==> config.mk <==
export PLATFORM = sky130hd
export DESIGN_NAME = sct_control_two
export DESIGN_NICKNAME = d
export VERILOG_FILES = /design/src/core/sct_control_two.v /design/src/core/sct_sync.v /design/src/core/sct_select.v
export VERILOG_INCLUDE_DIRS = /design/src /design/src/core
export SDC_FILE = /design/constraint.sdc
export NUM_CORES = 1
export LEC_CHECK = 0
export BUFFER_PORTS_ARGS = -buffer_cell sky130_fd_sc_hd__buf_2
export CAP_MARGIN = 25
export CORE_MARGIN = 4
export CORE_UTILIZATION = 59
export CTS_BUF_LIST = sky130_fd_sc_hd__clkbuf_8
export CTS_CLUSTER_DIAMETER = 60
export CTS_CLUSTER_SIZE = 25
export DETAILED_ROUTE_END_ITERATION = 10
export PLACE_DENSITY = 0.83
export REMOVE_ABC_BUFFERS = 1
export SYNTH_ARGS = -nofsm -noshare
export SYNTH_HDL_FRONTEND = slang
export SYNTH_SLANG_ARGS = --single-unit
export TNS_END_PERCENT = 5
==> constraint.sdc <==
create_clock -name mclk -period 4.8 [get_ports mclk]
set_input_delay 0.72 -clock mclk [delete_from_list [all_inputs] [get_ports mclk]]
set_output_delay 0.72 -clock mclk [all_outputs]
set_load 0.01 [all_outputs]
==> src/core/sct_consts.vh <==
// Purpose: constants for the second serial-port control register block
// Assumes: 16-bit register port, byte offsets as addresses
// Notes:   definitions only
`ifndef SCT_CONSTS_VH
`define SCT_CONSTS_VH

// register offsets
`define SCT_OFF_CTRL_ONE   8'h00
`define SCT_OFF_CTRL_TWO   8'h04
`define SCT_OFF_STATUS     8'h08

// serial_port_control_two fields
`define SCT_RX_DMA_EN      0
`define SCT_TX_DMA_EN      1
`define SCT_SEL_OUT_EN     2
`define SCT_SEL_PULSE_EN   3
`define SCT_FRAME_FMT      4
`define SCT_ERR_IRQ_EN     5
`define SCT_RXNE_IRQ_EN    6
`define SCT_TXE_IRQ_EN     7
`define SCT_WIDTH_LSB      8
`define SCT_WIDTH_MSB      11
`define SCT_RX_THRESH      12
`define SCT_LAST_RX_ODD    13
`define SCT_LAST_TX_ODD    14
`define SCT_CTRL_TWO_MASK  16'h7FFF
`define SCT_CTRL_TWO_RST   16'h0700
`define SCT_WIDTH_MIN      4'h3
`define SCT_WIDTH_FORCED   4'h7

// control-one subset fields
`define SCT_CLOCK_PHASE    0
`define SCT_MASTER         1
`define SCT_PORT_EN        2
`define SCT_AUDIO_MODE     3
`define SCT_PACKING        4
`define SCT_CTRL_ONE_MASK  16'h001F
`define SCT_CTRL_ONE_RST   16'h0000

// status fields
`define SCT_ST_RXNE        0
`define SCT_ST_TXE         1
`define SCT_ST_ERR         2
`define SCT_ST_BUSY        3
`define SCT_ST_SEL         4

// receive threshold levels in bits
`define SCT_RX_LVL_FULL    6'h10
`define SCT_RX_LVL_HALF    6'h08

// select pulse length
`define SCT_CLK_MHZ        50
`define SCT_PULSE_NS       160
`define SCT_PULSE_CYCLES   ((`SCT_PULSE_NS * `SCT_CLK_MHZ + 999) / 1000)

`endif

==> src/core/sct_control_two.v <==
// Purpose: second control register of the serial port with its request logic
// Assumes: register port and status inputs are on mclk; sck comes from a pin
// Notes:   dma and interrupt requests are levels, held while their cause holds
//
// Overview of operation
// rx dma request while enabled and not-empty
// tx dma request while enabled and empty
// select output driven in master when enabled
// select pulse between continuous frames
// single frame: select forced high at end
// pulse ignored with phase one or alternate
// software changes locked bits only when disabled
// frame format bit picks standard or alternate
// error interrupt only when error enable set
// rx not-empty interrupt when enabled
// tx empty interrupt when enabled
// frame width is field plus one
// reserved width codes stored as 0111
// threshold bit picks 16 or 8 bits
// last rx odd bit to packing logic
// last tx odd bit to packing logic
// last odd bits need rx dma, packing
// select settings void in audio, alternate
// width, format, threshold, last unused audio; width still sets frameWidth and the frame length in audio
// flags show not-empty and empty
// bit fifteen reads zero, writes ignored
//
// Our own choice: strobed register access.
`timescale 1ns/1ps
`include "sct_consts.vh"
module sct_control_two #(
  parameter PULSE_CYCLES = `SCT_PULSE_CYCLES
) (
  // clock and reset
  input  wire        mclk,
  input  wire        resetn,
  // register port
  input  wire [7:0]  regAddr,
  input  wire [15:0] regWdata,
  input  wire        regWr,
  input  wire        regRd,
  output reg  [15:0] regRdata,
  // serial core status, same clock
  input  wire [5:0]  rxFifoBits,
  input  wire        txBufEmpty,
  input  wire [3:0]  errFlags,
  input  wire        busy,
  // link pins
  input  wire        sckIn,
  output reg         selectOut,
  output reg         selectOe,
  // requests
  output reg         rxDmaReq,
  output reg         txDmaReq,
  output reg         irqReq,
  // configuration to the serial core
  output reg  [4:0]  frameWidth,
  output reg         frameFormatAlt,
  output reg         lastRxOdd,
  output reg         lastTxOdd,
  output reg         frameEnd
);

  //////////////////////////////////////////////////////////////////////////////
  // registers

  reg  [15:0] ctrlTwo_q;
  reg  [15:0] ctrlTwo_d;
  reg  [15:0] ctrlOne_q;
  reg  [15:0] ctrlOne_d;
  reg  [15:0] rdata_d;
  reg         sckPrev_q;
  wire        sckSync;
  wire        sckRise;
  wire        frameEndRaw;
  wire        selectHighRaw;

  // control-one view
  wire clockPhase = ctrlOne_q[`SCT_CLOCK_PHASE];
  wire masterMode = ctrlOne_q[`SCT_MASTER];
  wire portEnable = ctrlOne_q[`SCT_PORT_EN];
  wire audioMode  = ctrlOne_q[`SCT_AUDIO_MODE];
  wire packing    = ctrlOne_q[`SCT_PACKING];

  // control-two view
  wire rxDmaEn     = ctrlTwo_q[`SCT_RX_DMA_EN];
  wire txDmaEn     = ctrlTwo_q[`SCT_TX_DMA_EN];
  wire selOutEn    = ctrlTwo_q[`SCT_SEL_OUT_EN];
  wire selPulseEn  = ctrlTwo_q[`SCT_SEL_PULSE_EN];
  wire frameFmt    = ctrlTwo_q[`SCT_FRAME_FMT];
  wire errIrqEn    = ctrlTwo_q[`SCT_ERR_IRQ_EN];
  wire rxneIrqEn   = ctrlTwo_q[`SCT_RXNE_IRQ_EN];
  wire txeIrqEn    = ctrlTwo_q[`SCT_TXE_IRQ_EN];
  wire [3:0] widthField = ctrlTwo_q[`SCT_WIDTH_MSB:`SCT_WIDTH_LSB];
  wire rxThreshHalf = ctrlTwo_q[`SCT_RX_THRESH];
  wire lastRxField  = ctrlTwo_q[`SCT_LAST_RX_ODD];
  wire lastTxField  = ctrlTwo_q[`SCT_LAST_TX_ODD];

  //////////////////////////////////////////////////////////////////////////////
  // functions

  // reserved codes collapse to an 8-bit frame
  function [3:0] legalWidth;
    input [3:0] code;
    begin
      if (code < `SCT_WIDTH_MIN)
        legalWidth = `SCT_WIDTH_FORCED;
      else
        legalWidth = code;
    end
  endfunction

  function addrHit;
    input [7:0] addr;
    input [7:0] offset;
    begin
      addrHit = (addr == offset);
    end
  endfunction

  //////////////////////////////////////////////////////////////////////////////
  // derived state

  wire [5:0] rxLevel = rxThreshHalf ? `SCT_RX_LVL_HALF : `SCT_RX_LVL_FULL;
  // audio mode has no threshold; any data counts
  wire rxNotEmpty = audioMode ? (rxFifoBits != 6'h00)
                              : (rxFifoBits >= rxLevel);
  wire txEmpty    = txBufEmpty;
  wire errAny     = |errFlags;
  wire altFormat  = frameFmt && !audioMode;
  wire pulseActive = selPulseEn && !clockPhase && !altFormat && !audioMode
                     && masterMode;
  wire selDrive   = masterMode && selOutEn && !altFormat && !audioMode;
  wire packActive = rxDmaEn && packing && !audioMode;

  //////////////////////////////////////////////////////////////////////////////
  // link clock edge detection

  sct_sync #(
    .WIDTH (1)
  ) u_sck_sync (
    .mclk    (mclk),
    .resetn  (resetn),
    .asyncIn (sckIn),
    .syncOut (sckSync)
  );

  always @(posedge mclk)
  begin
    if (!resetn)
      sckPrev_q <= 1'b0;
    else
      sckPrev_q <= sckSync;
  end

  assign sckRise = sckSync && !sckPrev_q;

  sct_select #(
    .PULSE_CYCLES (PULSE_CYCLES)
  ) u_select (
    .mclk        (mclk),
    .resetn      (resetn),
    .busy        (busy),
    .sckRise     (sckRise),
    .frameWidth  ({1'b0, legalWidth(widthField)} + 5'h01),
    .txPending   (!txEmpty),
    .pulseActive (pulseActive),
    .frameEnd    (frameEndRaw),
    .selectHigh  (selectHighRaw)
  );

  //////////////////////////////////////////////////////////////////////////////
  // register writes

  always @*
  begin
    ctrlOne_d = ctrlOne_q;
    ctrlTwo_d = ctrlTwo_q;
    if (regWr && addrHit(regAddr, `SCT_OFF_CTRL_ONE))
      ctrlOne_d = regWdata & `SCT_CTRL_ONE_MASK;
    if (regWr && addrHit(regAddr, `SCT_OFF_CTRL_TWO))
    begin
      ctrlTwo_d = regWdata & `SCT_CTRL_TWO_MASK;
      ctrlTwo_d[`SCT_WIDTH_MSB:`SCT_WIDTH_LSB] =
        legalWidth(regWdata[`SCT_WIDTH_MSB:`SCT_WIDTH_LSB]);
      // locked fields keep their value while the port runs
      if (portEnable)
      begin
        ctrlTwo_d[`SCT_SEL_PULSE_EN] = ctrlTwo_q[`SCT_SEL_PULSE_EN];
        ctrlTwo_d[`SCT_FRAME_FMT]    = ctrlTwo_q[`SCT_FRAME_FMT];
        ctrlTwo_d[`SCT_LAST_RX_ODD]  = ctrlTwo_q[`SCT_LAST_RX_ODD];
        ctrlTwo_d[`SCT_LAST_TX_ODD]  = ctrlTwo_q[`SCT_LAST_TX_ODD];
      end
    end
  end

  always @(posedge mclk)
  begin
    if (!resetn)
    begin
      ctrlOne_q <= `SCT_CTRL_ONE_RST;
      ctrlTwo_q <= `SCT_CTRL_TWO_RST;
    end
    else
    begin
      ctrlOne_q <= ctrlOne_d;
      ctrlTwo_q <= ctrlTwo_d;
    end
  end

  //////////////////////////////////////////////////////////////////////////////
  // register reads, data in the cycle after the strobe only

  always @*
  begin
    rdata_d = 16'h0000;
    if (regRd)
    begin
      if (addrHit(regAddr, `SCT_OFF_CTRL_ONE))
        rdata_d = ctrlOne_q;
      else if (addrHit(regAddr, `SCT_OFF_CTRL_TWO))
        rdata_d = ctrlTwo_q & `SCT_CTRL_TWO_MASK;
      else if (addrHit(regAddr, `SCT_OFF_STATUS))
      begin
        rdata_d[`SCT_ST_RXNE] = rxNotEmpty;
        rdata_d[`SCT_ST_TXE]  = txEmpty;
        rdata_d[`SCT_ST_ERR]  = errAny;
        rdata_d[`SCT_ST_BUSY] = busy;
        rdata_d[`SCT_ST_SEL]  = selectHighRaw;
      end
    end
  end

  //////////////////////////////////////////////////////////////////////////////
  // registered outputs

  always @(posedge mclk)
  begin
    if (!resetn)
    begin
      regRdata       <= 16'h0000;
      rxDmaReq       <= 1'b0;
      txDmaReq       <= 1'b0;
      irqReq         <= 1'b0;
      frameWidth     <= 5'h08;
      frameFormatAlt <= 1'b0;
      lastRxOdd      <= 1'b0;
      lastTxOdd      <= 1'b0;
      selectOut      <= 1'b1;
      selectOe       <= 1'b0;
      frameEnd       <= 1'b0;
    end
    else
    begin
      regRdata       <= rdata_d;
      rxDmaReq       <= rxDmaEn && rxNotEmpty;
      txDmaReq       <= txDmaEn && txEmpty;
      irqReq         <= (errIrqEn && errAny)
                        || (rxneIrqEn && rxNotEmpty)
                        || (txeIrqEn && txEmpty);
      frameWidth     <= {1'b0, widthField} + 5'h01;
      frameFormatAlt <= altFormat;
      lastRxOdd      <= packActive && lastRxField;
      lastTxOdd      <= packActive && lastTxField;
      // without pulse management the line is simply the inverse of busy
      selectOut      <= selectHighRaw;
      selectOe       <= selDrive;
      frameEnd       <= frameEndRaw;
    end
  end

endmodule // sct_control_two

==> src/core/sct_sync.v <==
// Purpose: two-flop synchroniser for inputs from outside the mclk domain
// Assumes: inputs are slow levels compared with mclk
// Notes:   first stage feeds only the second stage
`timescale 1ns/1ps
module sct_sync #(
  parameter WIDTH = 1
) (
  // clock and reset
  input  wire             mclk,
  input  wire             resetn,
  // data
  input  wire [WIDTH-1:0] asyncIn,
  output reg  [WIDTH-1:0] syncOut
);

  reg [WIDTH-1:0] stage1_q;

  always @(posedge mclk)
  begin
    if (!resetn)
    begin
      stage1_q <= {WIDTH{1'b0}};
      syncOut  <= {WIDTH{1'b0}};
    end
    else
    begin
      stage1_q <= asyncIn;
      syncOut  <= stage1_q;
    end
  end

endmodule // sct_sync

==> src/core/sct_select.v <==
// Purpose: select-line sequencer for master transfers
// Assumes: sckRise is a one-cycle pulse on each sampled rising link clock edge
// Notes:   pulse length is counted in mclk cycles since the link clock idles
`timescale 1ns/1ps
`include "sct_consts.vh"
module sct_select #(
  parameter PULSE_CYCLES = `SCT_PULSE_CYCLES
) (
  // clock and reset
  input  wire       mclk,
  input  wire       resetn,
  // transfer state
  input  wire       busy,
  input  wire       sckRise,
  input  wire [4:0] frameWidth,
  input  wire       txPending,
  input  wire       pulseActive,
  // outputs
  output reg        frameEnd,
  output reg        selectHigh
);

  reg [4:0] bitCount_q;
  reg [7:0] pulseCount_q;
  reg       holdHigh_q;

  always @(posedge mclk)
  begin
    if (!resetn)
    begin
      bitCount_q   <= 5'h00;
      pulseCount_q <= 8'h00;
      holdHigh_q   <= 1'b0;
      frameEnd     <= 1'b0;
      selectHigh   <= 1'b1;
    end
    else
    begin
      frameEnd <= 1'b0;
      if (!busy)
        bitCount_q <= 5'h00;
      else if (sckRise)
      begin
        if (bitCount_q == frameWidth - 5'h01)
        begin
          bitCount_q <= 5'h00;
          frameEnd   <= 1'b1;
          if (pulseActive)
          begin
            holdHigh_q   <= 1'b1;
            // continuous stream gets a short pulse, a lone frame stays high
            pulseCount_q <= txPending ? PULSE_CYCLES[7:0] : 8'h00;
          end
        end
        else
          bitCount_q <= bitCount_q + 5'h01;
      end
      if (holdHigh_q && pulseCount_q != 8'h00)
      begin
        pulseCount_q <= pulseCount_q - 8'h01;
        if (pulseCount_q == 8'h01)
          holdHigh_q <= 1'b0;
      end
      if (!busy)
        holdHigh_q <= 1'b0;
      selectHigh <= !busy || holdHigh_q;
    end
  end

endmodule // sct_select

==> results by group <==
Run status
  • Status: finished, final reports clean

Finish
  • Non-Filler Instances: 423
  • Nets: 415
  • Finished Cell Area: 3408 um2
  • Antenna Cells: 0
  • Fin util: 76.17%
  • Syn-to-layout area delta: 20.91%
  • Share of cells above drive strength 1: 24.26%

Place
  • # placed instances: 408
  • GP Congestion: 0.8886
  • Placed cell area: 3169 um2
  • Port buffer count: 68
  • HPWL Detailed: 4.499 mm

Floorplanning
  • Die Wd: 77.12 um
  • Rows: 24
  • Initial Utilization: 63.00%
  • IO Pins: 71
  • Core area: 4474 um2
  • Chip height: 77.12 um
  • Die area: 5947 um2

Route
  • # DRC: 0
  • Drt wl/cell: 15.04 um
  • Total Wirelength: 6.363 mm
  • Vias/cell: 5.652
  • Via count: 2391
  • Pre-antenna DRT Iters: 4
  • DR iter-0 viols: 149
  • DRT antenna net count: 0

Worst setup path
  • Worst EP required: 5.07 ns
  • Setup slack, reg-to-reg: 2.82 ns
  • Critical Path Start Type: input pin
  • Crit-path max FO: 19
  • Worst r2r path cells: 5
  • RR Endpoint: regRdata[0]
  • WS Path Type: in2reg
  • RR Startpoint: ctrlTwo_q[12]
  • Worst EP arrival: 2.79 ns
  • Worst setup EP type: register

Power and ir drop
  • Peak supply drop: 0.0002711 V
  • Total power: 1.176 mW
  • Pwr Density: 345.0 nW/um2
  • P_leak: 1.582 nW

Global routing
  • Initial antenna violation count: 0
  • Total congestion overflow: 0
  • First-pass GRT wire length: 10.81 mm
  • Largest net degree at the start of global routing: 26
  • Tot GR Track Use: 22.81%
  • Number of global-route vias before repair: 2327

Min path
  • Hold Path Origin: u_select.frameEnd
  • Tightest Hold Check Type: reg2reg
  • Hold path depth: 1
  • Worst Hold End: frameEnd

Synthesis
  • Synth cell types: 54
  • Syn avg cell area: 9.365 um2
  • Area leader, netlist: dfxtp_1
  • Synth top area share: 48.29%
  • Cell count after synthesis: 301
  • Synth async-reset ratio: 0%
  • Top FF cell, synth: dfxtp_1
  • Post-synth EDFFs: 0
  • Ys Warns: 0
  • Seq/Total Area, Yosys: 48.29%
  • Synthesized flop and latch total: 68
  • Cell Area, Synth: 2819 um2
  • Synth top area cells: dfxtp_1 (48%), mux2i_1 (5.7%), nor2_1 (5.1%)

Timing
  • Min Clock Period, post-route: 2.517 ns
  • Fin. Hold Viols: 0
  • Achievable frequency: 0.3973 GHz
  • Worst-Margin Slew: 0.9714 ns
  • RSZ-0062 raised after global routing: false
  • Tcrit/Tclk final: 52.44%
  • Final-report setup violation count: 0
  • Slew Limit Fails: 0
  • Rel. slew slack: 35.05%
  • Clock Skew: 0.006796 ns
  • Final setup TNS: 0 ns

Clocking
  • Post-cts resize count: 0
  • CTS Hold Bufs: 0
  • CTS tree: built
  • CTS Buf Count: 9
  • Htree depth: 3
  • CTS Sinks: 68
  • Skew-Pair Late Insertion Delay: 0.34 ns
  • Root Buffer: clkbuf_8
  • Clock Tree Buf Depth: 2
  • Clk slew on worst S/H paths: 0.07 ns
  • Post-CTS Setup Repair Bufs: 0

Flow run
  • Max cap viols: 0
cells in the final DEF, fill, tap and decap left out, types with 3 or more instances in the layout:
cell,n
dfxtp_1,68
buf_2,68
nor2_1,38
nand2_1,18
mux2i_1,16
and2_1,15
nor3_1,12
inv_1,10
clkbuf_8,10
o21ai_0,8
nand3_1,8
nor4_1,7
nand2b_1,7
a21oi_1,7
ha_1,7
nor2b_1,6
nand4_1,5
xor2_1,4
a31oi_1,4
or4b_1,3
and3_1,3
a2111oi_0,3
xnor2_1,3
and4_1,3
bufinv_16,3
sequential cells by signal, indices dropped and copies added, names as in the netlist, 5 cells and up:
name	flops
ctrlTwo_q	15
ctrlOne_q	5
u_select.pulseCount_q	8
frameWidth	5
u_select.bitCount_q	5
regRdata	15
critical path: stages:
cell and delay, ns:
buf_2 0.11, nor4_4 0.34, nand4_1 0.81, nor2_1 0.57, nand2_1 0.11, a21oi_1 0.12
per-layer routing:
metal  wire (um)  track usage (%)  part of all wire [%]
met5           0                0                     0
met4         108            10.32                   1.7
met3         409            5.972                   6.4
met2        3049            36.70                    48
met1        2796            28.54                    44
power by group:
part,switching [mW],internal [mW]
registers,0.00132,0.566
clock network,0.207,0.355
logic,0.0268,0.0197
worst max-delay path by stage:
stage | end | cells past startpoint | slack [ns] | startpoint
2_1_floorplan | ctrlTwo_q[13] | 5 | 2.55 | regAddr[5]
4_1_cts | ctrlTwo_q[14] | 6 | 2.32 | regAddr[5]
6_report | ctrlTwo_q[14] | 6 | 2.28 | regAddr[5]
3_3_place_gp | ctrlTwo_q[3] | 6 | 2.01 | regAddr[5]
3_5_place_dp | ctrlTwo_q[14] | 6 | 2.00 | regAddr[5]
5_1_grt | ctrlTwo_q[4] | 6 | 2.06 | regAddr[5]
layout make-up:
cell class                      instances  area [um2]
Fill cell                             328        1066
Inverter                               10       37.54
Clock buffer                           10       137.6
Sequential cell                        68        1361
Multi-Input combinational cell        209        1358
Tap cell                               52       65.06
Timing Repair Buffer                   69       347.8
Clock inverter                          5       101.3
synth_stat cells (all sizes together) (3+ instances only):
library cell  count
dfxtp            68
nor2             38
nand2            19
and2             16
mux2i            16
nor3             13
clkbuf            9
inv               9
o21ai             9
nand3             8
nor4              8
a21oi             7
ha                7
nand2b            7
nor2b             6
buf               5
nand4             5
a31oi             4
xor2              4
a2111oi           3
and3              3
and4              3
or4               3
or4b              3
xnor2             3
kinds of logic (layout without fill, tap and decap cells):
family	count (synthesis)	count (layout)	share of synthesized area (%)
AND/OR/NAND/NOR	138	138	26.81
multiplexers	16	16	5.681
AO/OA/AOI/OAI	40	40	10.25
XOR/XNOR	7	7	2.175
other	1	1	0.1330
buffers and inverters	24	94	3.551
flip-flops	68	68	48.29
adder cells (fa/ha/maj)	7	7	3.107
per-stage QoR:
| stage | hold WS, ns | setup WS [ns] |
|---|---|---|
| 2_1_floorplan | 0.4113 | 2.553 |
| 6_report | 0.4373 | 2.283 |
| 5_1_grt | 0.4535 | 2.061 |
| 4_1_cts | 0.4378 | 2.319 |
| 3_3_place_gp | 0.4140 | 2.005 |
| 3_5_place_dp | 0.4211 | 2.002 |
Note: power is estimated with default switching activity, not from simulation.
